`src/rtl/cop_dp_regs.vh`:
```
// Operation codes, unit codes and field widths for the constant, OR and pack datapath
`ifndef COP_DP_REGS_VH
`define COP_DP_REGS_VH
`define COP_OP_W            3
`define COP_OP_MOVE_CONST   3'h0
`define COP_OP_MOVE_LOW     3'h1
`define COP_OP_OR           3'h2
`define COP_OP_PACK_LO      3'h3
`define COP_OP_PACK_HI      3'h4
`define COP_OP_PACK_HB      3'h5
`define COP_OP_PACK_HL      3'h6
`define COP_UNIT_W          2
`define COP_UNIT_LOGIC      2'h0
`define COP_UNIT_SHIFT      2'h1
`define COP_UNIT_DATA       2'h2
`define COP_IMM5_W          5
`define COP_IMM16_W         16
`define COP_DATA_W          32
`define COP_DST_W           5
`define COP_RESULT_RST      32'h00000000
`endif

```
`src/rtl/cop_sext.v`:
```
// Sign extension of a narrow immediate to the datapath width
`timescale 1ns/1ps
module cop_sext #(
   parameter IN_W  = 5,
   parameter OUT_W = 32
) (
   input  wire [IN_W-1:0]  imm_i,
   output wire [OUT_W-1:0] ext_o
);
   assign ext_o = {{(OUT_W-IN_W){imm_i[IN_W-1]}}, imm_i};
endmodule // cop_sext

```
`src/rtl/cop_pack.v`:
```
// Half-word and byte packing network
`timescale 1ns/1ps
`include "cop_dp_regs.vh"
module cop_pack (
   input  wire [`COP_OP_W-1:0]   op_i,
   input  wire [`COP_DATA_W-1:0] a_i,
   input  wire [`COP_DATA_W-1:0] b_i,
   output reg  [`COP_DATA_W-1:0] res_o
);
   always @*
   begin
      case (op_i)
         `COP_OP_PACK_LO: res_o = {a_i[15:0], b_i[15:0]};                      // [RULE11]
         `COP_OP_PACK_HI: res_o = {a_i[31:16], b_i[31:16]};                    // [RULE12]
         `COP_OP_PACK_HB: res_o = {a_i[31:24], a_i[15:8], b_i[31:24], b_i[15:8]}; // [RULE13]
         `COP_OP_PACK_HL: res_o = {a_i[31:16], b_i[15:0]};                     // [RULE14]
         default:         res_o = `COP_RESULT_RST;
      endcase
   end
endmodule // cop_pack

```
`src/rtl/cop_datapath.v`:
```
// Constant-load, OR and pack execution datapath, single cycle, predicated
//
// How it works
// RULE1 - Constant loads sign-extend their immediate to 32 bits; the shift unit uses 16 bits.
// RULE2 - On the logic or data unit the constant load takes only a 5-bit signed immediate.
// RULE3 - The data-unit constant load takes its immediate from the first-source field.
// RULE4 - Logic and data units run only the plain constant load; shift runs plain and low.
// RULE5 - The low constant load gives exactly the plain load's result.
// RULE6 - Constant loads write only when the predicate is true, else change nothing.
// RULE7 - Every operation finishes in one execute cycle, visible one cycle later.
// RULE8 - OR writes the bitwise OR of both sources only when the predicate is true.
// RULE9 - The immediate OR sign-extends the 5-bit immediate to 32 bits first.
// RULE10 - OR in register and immediate forms runs on data, logic and shift units.
// RULE11 - Pack low halves puts first-source low half high and second-source low half low.
// RULE12 - Pack high halves puts first-source high half high and second-source high half low.
// RULE13 - Pack high bytes, logic unit only, takes bytes 3,1 of first then 3,1 of second.
// RULE14 - Pack high-low puts first-source high half high and second-source low half low.
// RULE15 - The cross-path bit takes the second source from the opposite register file.
`timescale 1ns/1ps
`include "cop_dp_regs.vh"
module cop_datapath (
   input  wire                     clk_i,
   input  wire                     nrst_i,
   input  wire                     issue_i,
   input  wire [`COP_OP_W-1:0]     op_i,
   input  wire [`COP_UNIT_W-1:0]   unit_i,
   input  wire                     pred_true_i,
   input  wire                     use_imm_i,
   input  wire                     cross_path_i,
   input  wire [`COP_DST_W-1:0]    dst_addr_i,
   input  wire [`COP_DATA_W-1:0]   first_source_operand_i,
   input  wire [`COP_DATA_W-1:0]   second_source_operand_i,
   input  wire [`COP_DATA_W-1:0]   cross_source_operand_i,
   input  wire [`COP_IMM5_W-1:0]   signed_imm_five_i,
   input  wire [`COP_IMM5_W-1:0]   first_source_field_i,
   input  wire [`COP_IMM16_W-1:0]  signed_imm_sixteen_i,
   output reg                      wr_en_o,
   output reg  [`COP_DST_W-1:0]    wr_addr_o,
   output reg  [`COP_DATA_W-1:0]   wr_data_o,
   output reg                      illegal_o
);
   ////////////////////////////////////////////////////////////////////////////
   wire [`COP_DATA_W-1:0] imm5_ext;
   wire [`COP_DATA_W-1:0] fld5_ext;
   wire [`COP_DATA_W-1:0] imm16_ext;
   wire [`COP_DATA_W-1:0] pack_res;
   reg  [`COP_DATA_W-1:0] src_b;
   reg  [`COP_DATA_W-1:0] src_a;
   wire [`COP_DATA_W-1:0] or_res;
   reg  [`COP_DATA_W-1:0] const_res;
   wire [`COP_DATA_W-1:0] result;
   wire                   legal;

   // One-hot opcode and unit decode
   reg                    op_move_const;
   reg                    op_move_low;
   reg                    op_or;
   reg                    op_pack_lo;
   reg                    op_pack_hi;
   reg                    op_pack_hb;
   reg                    op_pack_hl;
   reg                    on_logic;
   reg                    on_shift;
   reg                    on_data;
   wire                   on_any_unit;
   wire                   op_const_any;
   wire                   op_pack_half;
   wire                   op_pack_any;

   // Legality terms, one per operation group
   wire                   legal_const;
   wire                   legal_low;
   wire                   legal_or;
   wire                   legal_half;
   wire                   legal_byte;

   // Next values of the write-back stage
   reg                    wr_en_d;
   reg  [`COP_DST_W-1:0]  wr_addr_d;
   reg  [`COP_DATA_W-1:0] wr_data_d;
   reg                    illegal_d;

   cop_sext #(.IN_W(`COP_IMM5_W), .OUT_W(`COP_DATA_W)) u_sext5 (
      .imm_i (signed_imm_five_i),
      .ext_o (imm5_ext)
   );
   cop_sext #(.IN_W(`COP_IMM5_W), .OUT_W(`COP_DATA_W)) u_sextf (
      .imm_i (first_source_field_i),
      .ext_o (fld5_ext)
   );
   cop_sext #(.IN_W(`COP_IMM16_W), .OUT_W(`COP_DATA_W)) u_sext16 (
      .imm_i (signed_imm_sixteen_i),
      .ext_o (imm16_ext)
   );

   // Cross-path mux sits on the second source only, as in the register file ports
   always @*
   begin
      if (cross_path_i)
         src_b = cross_source_operand_i;  // [RULE15]
      else
         src_b = second_source_operand_i;
   end

   // The immediate form of OR replaces the first source with the extended 5-bit immediate
   always @*
   begin
      if (use_imm_i)
         src_a = imm5_ext;  // [RULE9]
      else
         src_a = first_source_operand_i;
   end

   cop_pack u_pack (
      .op_i  (op_i),
      .a_i   (first_source_operand_i),
      .b_i   (src_b),
      .res_o (pack_res)
   );

   ////////////////////////////////////////////////////////////////////////////
   // Opcode decode; a code with no operation decodes to nothing and is refused
   always @*
   begin
      op_move_const = 1'b0;
      op_move_low   = 1'b0;
      op_or         = 1'b0;
      op_pack_lo    = 1'b0;
      op_pack_hi    = 1'b0;
      op_pack_hb    = 1'b0;
      op_pack_hl    = 1'b0;
      case (op_i)
         `COP_OP_MOVE_CONST:
         begin
            op_move_const = 1'b1;
         end

         `COP_OP_MOVE_LOW:
         begin
            op_move_low = 1'b1;
         end

         `COP_OP_OR:
         begin
            op_or = 1'b1;
         end

         `COP_OP_PACK_LO:
         begin
            op_pack_lo = 1'b1;
         end

         `COP_OP_PACK_HI:
         begin
            op_pack_hi = 1'b1;
         end

         `COP_OP_PACK_HB:
         begin
            op_pack_hb = 1'b1;
         end

         `COP_OP_PACK_HL:
         begin
            op_pack_hl = 1'b1;
         end

         default:
         begin
            op_move_const = 1'b0;
         end
      endcase
   end

   ////////////////////////////////////////////////////////////////////////////
   // Unit decode; the fourth unit code names no unit and refuses everything
   always @*
   begin
      on_logic = 1'b0;
      on_shift = 1'b0;
      on_data  = 1'b0;
      case (unit_i)
         `COP_UNIT_LOGIC:
         begin
            on_logic = 1'b1;
         end

         `COP_UNIT_SHIFT:
         begin
            on_shift = 1'b1;
         end

         `COP_UNIT_DATA:
         begin
            on_data = 1'b1;
         end

         default:
         begin
            on_logic = 1'b0;
         end
      endcase
   end

   assign on_any_unit  = on_logic | on_shift | on_data;
   assign op_const_any = op_move_const | op_move_low;
   assign op_pack_half = op_pack_lo | op_pack_hi | op_pack_hl;
   assign op_pack_any  = op_pack_half | op_pack_hb;

   ////////////////////////////////////////////////////////////////////////////
   // Which unit may carry which operation
   assign legal_const = op_move_const & on_any_unit;  // [RULE4]
   assign legal_low   = op_move_low & on_shift;  // [RULE4]
   assign legal_or    = op_or & on_any_unit;  // [RULE10]
   assign legal_half  = op_pack_half & (on_logic | on_shift);  // [RULE11] [RULE12] [RULE14]
   assign legal_byte  = op_pack_hb & on_logic;  // [RULE13]
   assign legal       = legal_const | legal_low | legal_or | legal_half | legal_byte;

   ////////////////////////////////////////////////////////////////////////////
   // Constant immediate; the field width follows the unit carrying the load
   always @*
   begin
      const_res = imm5_ext;
      case (unit_i)
         `COP_UNIT_SHIFT:
         begin
            const_res = imm16_ext;  // [RULE1] [RULE5]
         end

         `COP_UNIT_DATA:
         begin
            const_res = fld5_ext;  // [RULE3] [RULE2]
         end

         `COP_UNIT_LOGIC:
         begin
            const_res = imm5_ext;  // [RULE2]
         end

         default:
         begin
            const_res = imm5_ext;
         end
      endcase
   end

   ////////////////////////////////////////////////////////////////////////////
   // Result select, one AND-OR mux per byte lane; the unused opcode yields zero, a refused unit pairing still drives its operation's result
   assign or_res = src_a | src_b;  // [RULE8]

   localparam LANE_N = `COP_DATA_W / 8;
   genvar lane;
   generate
      for (lane = 0; lane < LANE_N; lane = lane + 1)
      begin : g_lane
         wire [7:0] const_byte;
         wire [7:0] or_byte;
         wire [7:0] pack_byte;
         assign const_byte = {8{op_const_any}} & const_res[8*lane+7:8*lane];
         assign or_byte    = {8{op_or}} & or_res[8*lane+7:8*lane];
         assign pack_byte  = {8{op_pack_any}} & pack_res[8*lane+7:8*lane];
         assign result[8*lane+7:8*lane] = const_byte | or_byte | pack_byte;
      end
   endgenerate

   ////////////////////////////////////////////////////////////////////////////
   // Next values; a false predicate or a refused operation writes nothing
   always @*
   begin
      wr_en_d   = 1'b0;
      wr_addr_d = dst_addr_i;
      wr_data_d = result;
      illegal_d = 1'b0;
      if (issue_i)
      begin
         if (!legal)
         begin
            illegal_d = 1'b1;
         end
         else if (pred_true_i)
         begin
            wr_en_d = 1'b1;  // [RULE6] [RULE8]
         end
      end
   end

   ////////////////////////////////////////////////////////////////////////////
   // Single write-back stage, so a result is visible one cycle after issue
   always @(posedge clk_i)
   begin
      if (!nrst_i)
      begin
         wr_en_o   <= 1'b0;
         wr_addr_o <= 5'h00;
         wr_data_o <= `COP_RESULT_RST;
         illegal_o <= 1'b0;
      end
      else
      begin
         wr_en_o   <= wr_en_d;  // [RULE7]
         wr_addr_o <= wr_addr_d;
         wr_data_o <= wr_data_d;  // [RULE7]
         illegal_o <= illegal_d;
      end
   end
endmodule // cop_datapath

```
`config.mk`:
```
export PLATFORM = sky130hd
export DESIGN_NAME = cop_datapath
export DESIGN_NICKNAME = d
export VERILOG_FILES = /design/src/rtl/cop_sext.v /design/src/rtl/cop_pack.v /design/src/rtl/cop_datapath.v
export VERILOG_INCLUDE_DIRS = /design/src /design/src/rtl
export SDC_FILE = /design/constraint.sdc
export NUM_CORES = 1
export LEC_CHECK = 0
export BUFFER_PORTS_ARGS = -buffer_cell sky130_fd_sc_hd__buf_2
export CAP_MARGIN = 20
export CORE_MARGIN = 3
export CORE_UTILIZATION = 41
export DETAILED_ROUTE_END_ITERATION = 6
export PLACE_DENSITY = 0.82
export SLEW_MARGIN = 5
export SYNTH_ARGS = -nofsm -noshare
export SYNTH_HDL_FRONTEND = slang
export SYNTH_SLANG_ARGS = --single-unit
```
`constraint.sdc`:
```
create_clock -name clk_i -period 2.7 [get_ports clk_i]
set_input_delay 0.27 -clock clk_i [delete_from_list [all_inputs] [get_ports clk_i]]
set_output_delay 0.27 -clock clk_i [all_outputs]
set_load 0.02 [all_outputs]
```
Yosys cells after proc, flatten, opt, wreduce, memory -nomap -nowiden --
Cells that the tools add are included.
Word-level totals: bits in registers 39, input port bits 138, output and inout bits 39
Operators by class: equality and inequality tests 8, multiplexer cells 16, bitwise operators 36, reduce and logical (&&, ||, !) cells 4
Operator list (number):
- $pmux W32 S4 | 1
- $and A8 B8 Y8 | 12
- $mux W32 | 2
- $or A8 B8 Y8 | 8
- $pmux W32 S2 | 1
- $or A32 B32 Y32 | 1
- $mux W1 | 12
- $or A1 B1 Y1 | 10
- $eq A3 B3 Y1 const B | 3
- $eq A3 B2 Y1 const B | 2
- $and A1 B1 Y1 | 5
- $eq A3 B1 Y1 const B | 1
- $logic_not A3 Y1 | 1
- $reduce_and A3 Y1 | 1
- $eq A2 B1 Y1 const B | 1
- $eq A2 B2 Y1 const B | 1
- $logic_not A2 Y1 | 1
- $reduce_and A2 Y1 | 1

Longest topological paths before layout --
word-level depth 10, gate-level depth with buffers 7, mapped depth without buffers 5

By module --
A second synthesis with hierarchy kept.
Unflattened totals: cells, all modules 555, area total of the unflattened synthesis 4880.9 um^2
Modules (own cells, without submodules):
- cop_datapath | instances 1, cells each 323, area an instance 3193.1 um^2, sequential area each 780.7 um^2
- cop_pack | instances 1, cells each 136, area an instance 967.2 um^2, sequential area each 0.0 um^2
- cop_sext | instances 3, cells each 32, area an instance 240.2 um^2, sequential area each 0.0 um^2

Worst setup path after synthesis --
Ideal clock, no wire load.
path type input to register, start point input port unit_i[0], end point register wr_data_o[7], setup time 0.120 ns, arrival time 1.567 ns, slack 1.014 ns, cell stages on the path 7, cells stage by stage inv_1 ha_1 buf_2 a21boi_1 buf_2 a211oi_1 o31a_1
Between the ends: longest elaborated chain between the ends 5, elaborated cells on any way between the ends 6, classes of those cells eq/ne (2); mux (1); bitwise (3)
Ends and longest elaborated chain:
- from (decl) | line cop_datapath.v:26 | input wire [`COP_UNIT_W-1:0] unit_i,
- $eq A2 B2 Y1 or $eq A2 B1 Y1 (tied branches) | line cop_datapath.v:224 | case (unit_i)
- $pmux W32 S2 * | line cop_datapath.v:224
- $and A8 B8 Y8 * | line cop_datapath.v:259 | assign const_byte = {8{op_const_any}} & const_res[8*lane+7:8*lane];
- $or A8 B8 Y8 * (2 in a row) | line cop_datapath.v:262 | assign result[8*lane+7:8*lane] = const_byte | or_byte | pack_byte;
- to (signal assigned) | line cop_datapath.v:295 | wr_data_o <= `COP_RESULT_RST;
- to (signal assigned) | line cop_datapath.v:302 | wr_data_o <= wr_data_d;
- to (decl) | line cop_datapath.v:39 | output reg [`COP_DATA_W-1:0] wr_data_o,
Mark *: on every way between the ends. The rest lies on a longest branch, timed or not. A chain may end at the register's enable or synchronous reset.

Worst setup path in the final report --
start point input port op_i[2], end point register wr_data_o[5]
Between the ends: longest elaborated chain between the ends 7, elaborated cells on any way between the ends 24, classes of those cells eq/ne (6); mux (8); bitwise (9); reduce/logical (1)
Ends and longest elaborated chain:
- from (decl) | line cop_datapath.v:25 | input wire [`COP_OP_W-1:0] op_i,
- $eq A3 B2 Y1 or $eq A3 B3 Y1 (tied branches) | line cop_pack.v:12, cop_datapath.v:132
- $mux W1 | line cop_datapath.v:132 | case (op_i)
- $or A1 B1 Y1 (2 in a row) | line cop_datapath.v:207 | assign op_pack_half = op_pack_lo | op_pack_hi | op_pack_hl;
- $or A1 B1 Y1 | line cop_datapath.v:208 | assign op_pack_any = op_pack_half | op_pack_hb;
- $and A8 B8 Y8 | line cop_datapath.v:261 | assign pack_byte = {8{op_pack_any}} & pack_res[8*lane+7:8*lane];
- $or A8 B8 Y8 * | line cop_datapath.v:262
Marked as above.

==> impl_metrics.toml <==
[cells_and_area]
n_antenna_cell = 0
nNetsFinal = 608
drive_gt1_frac = 0.422
design_area_mm2 = 0.00380
area_growth_pct = 33.5
final_util = 0.582

[place]
dpl_cell_area_mm2 = 0.00368
hpwl_mm = 8.37
io_buffers = 176
place.gp.congestion = 0.878

[floorplan]
core_area_mm2 = 0.00653
fp.dieW_um = 89.3
dieArea_mm2 = 0.00798
num_rows = 29
start_util = 0.436
die_height_um = 89.3
io_pins = 177

[cts]
clock_sinks = 39
cts.path.max_buffers = 2
cts_tree = "done"
htree_levels = 2
cts_hold_buf = 0
clk_pin_slew_worst_paths_ns = 0.08
ctsResizeCount = 0
cts-root-buf = "clkbuf_8"
cts_made_buffers = 5
post_cts_buffers = 0

[synthesis]
ys_seq_elements = 39
synth_top_cell_by_area = "dfxtp_1"
yosys-top-cells-count = "mux2i_1, dfxtp_1, nand2_1, a41oi_1"
async_flop_share = 0
synth_cell_types = 47
avgSynthCellArea_um2 = 9.07
yosysMostFrequentCell = "mux2i_1"
synthTopCellsByArea = "dfxtp_1, mux2i_1, a41oi_1, o211ai_1, o22ai_1"
synth_ff_type = "dfxtp_1"
synth_nets = 456
synth_top_cell_area_share = 0.274
synth_edf_count = 0
yosysSeqAreaShare = 0.274
synth-warning-count = 0
netlist_area_mm2 = 0.00285
syn_inst = 314

[worst_setup_path]
crit_buf_inv = 1
path_cells = "buf_2 > or3b_1 > o22ai_1 > o31a_1"
critPathTopFamily = "buffers and inverters"
cp-end-kind = "flip-flop"
cp-start-kind = "primary input"
crit_fanout = 52
worstPathArrival_ns = 1.99
required_ns = 2.89
criticalPathCategory = "primary input to flip-flop"
slowest_delay_ns = 0.62
slowest_stage = "buf_2"
cp-startpoint = "op_i[2]"

[timing]
setup_violations = 0
final-hold-violation-count = 0
whs_ns = 0.174
max_clock_freq_ghz = 0.557
tightest_slew_ns = 0.825
grt_setup_unrepaired = "false"
max_slew_margin = 0.450
finalMaxSlewViolations = 0
tns_ns = 0
period_minus_slack_ns = 1.80
fin_crit_sh = 0.665

[detailed_routing]
drc = 0
drtIter0Drc = 185
wl_per_cell_um = 19.8
drtAntennaViolNets = 0
vias_per_cell = 6.12
dr.pass1.iters = 4
vias = 3328
wirelength_mm = 10.8

[global_routing]
grt_max_degree = 53
overflow = 0
grt_pass1_wl_mm = 15.5
grt_usage = 0.253
grt_pass1_vias = 3042
antenna_found_initial = 0

[power_and_ir_drop]
powerDensity_mw_per_mm2 = 447
worst_ir_drop_vdd_mv = 0.240
p_leak_nw = 1.78
total_power_mw = 1.70

[outcome]
outcome = "completed"

[run]
cap_violations = 0

[min_path]
min-delay-start = "dst_addr_i[4]"
min_path_type = "primary input to flip-flop"
## sequential cells by signal (all words and copies together) (netlist names)
register / flops
illegal_o: 1
wr_addr_o: 5
wr_data_o: 32
wr_en_o: 1
## logic make-up after synthesis
family                     after synthesis  share of synthesized area
AOI/OAI and AO/OA                      117                      0.342
and+or+nand+nor                         72                      0.153
buffers and inverters                   42                     0.0725
muxes                                   40                      0.141
DFF                                     39                      0.274
adders and majority gates                4                     0.0176
## worst paths after layout
kind,end,slack (ns),cells after the start
worst max-delay path,wr_data_o[5]$_SDFF_PN0_,0.90,4
worst min-delay path,wr_addr_o[4]$_SDFF_PN0_,0.17,2
## stage by stage
step / instances / setup WS (ns)
2_1_floorplan: 314 / 1.01
3_3_place_gp: 536 / 0.678
3_5_place_dp: 536 / 0.624
4_1_cts: 544 / 0.943
5_1_grt: 544 / 0.790
6_report: 544 / 0.904
## cell usage in the layout, fill, tap and decap left out, drive strengths merged, types with 2 or more instances in the layout
cell type  netlist  routed
nand4b           9       9
a2111o           8       8
a211o            8       8
a21o             2       2
and2             6       6
o21ai            3       3
and3b            4       4
o221a            3       3
o22a             8       8
a21oi            2       2
nand2b           5       5
nor2             5       5
a211oi           8       8
nand2           23      23
o211ai          16      16
or3b             3       3
dfxtp           39      39
ha               4       4
inv              5       5
o22ai           16      16
a41oi           23      23
a22oi            4       4
nor2b           10      10
mux2i           40      40
o211a            3       3
o31a             8       8
clkbuf          14       6
buf             23     182
## final cells by class
cell class / count / area (um^2)
inverter: 5 / 18.8
clock buffer: 6 / 82.6
multi-input combinational: 233 / 1860
sequential: 39 / 781
clock inverter: 2 / 35.0
fill: 618 / 2730
tap: 77 / 96.3
timing repair buffer: 182 / 926
## metal layers
layer,up-vias,share of wire,global-route usage
met5,-,0,0
met4,0,0.015,0.0582
met3,14,0.11,0.0544
met2,213,0.46,0.411
met1,1553,0.42,0.342
li1,1548,-,-
## report_power, final
part	internal [mW]	switching, mW	total [mW]	leakage, nW
Sequential	0.623	0.0143	0.638	0.324
Combinational	0.230	0.305	0.536	1.40
Clock	0.299	0.224	0.524	0.0612
(Power assumes the default switching activity.)
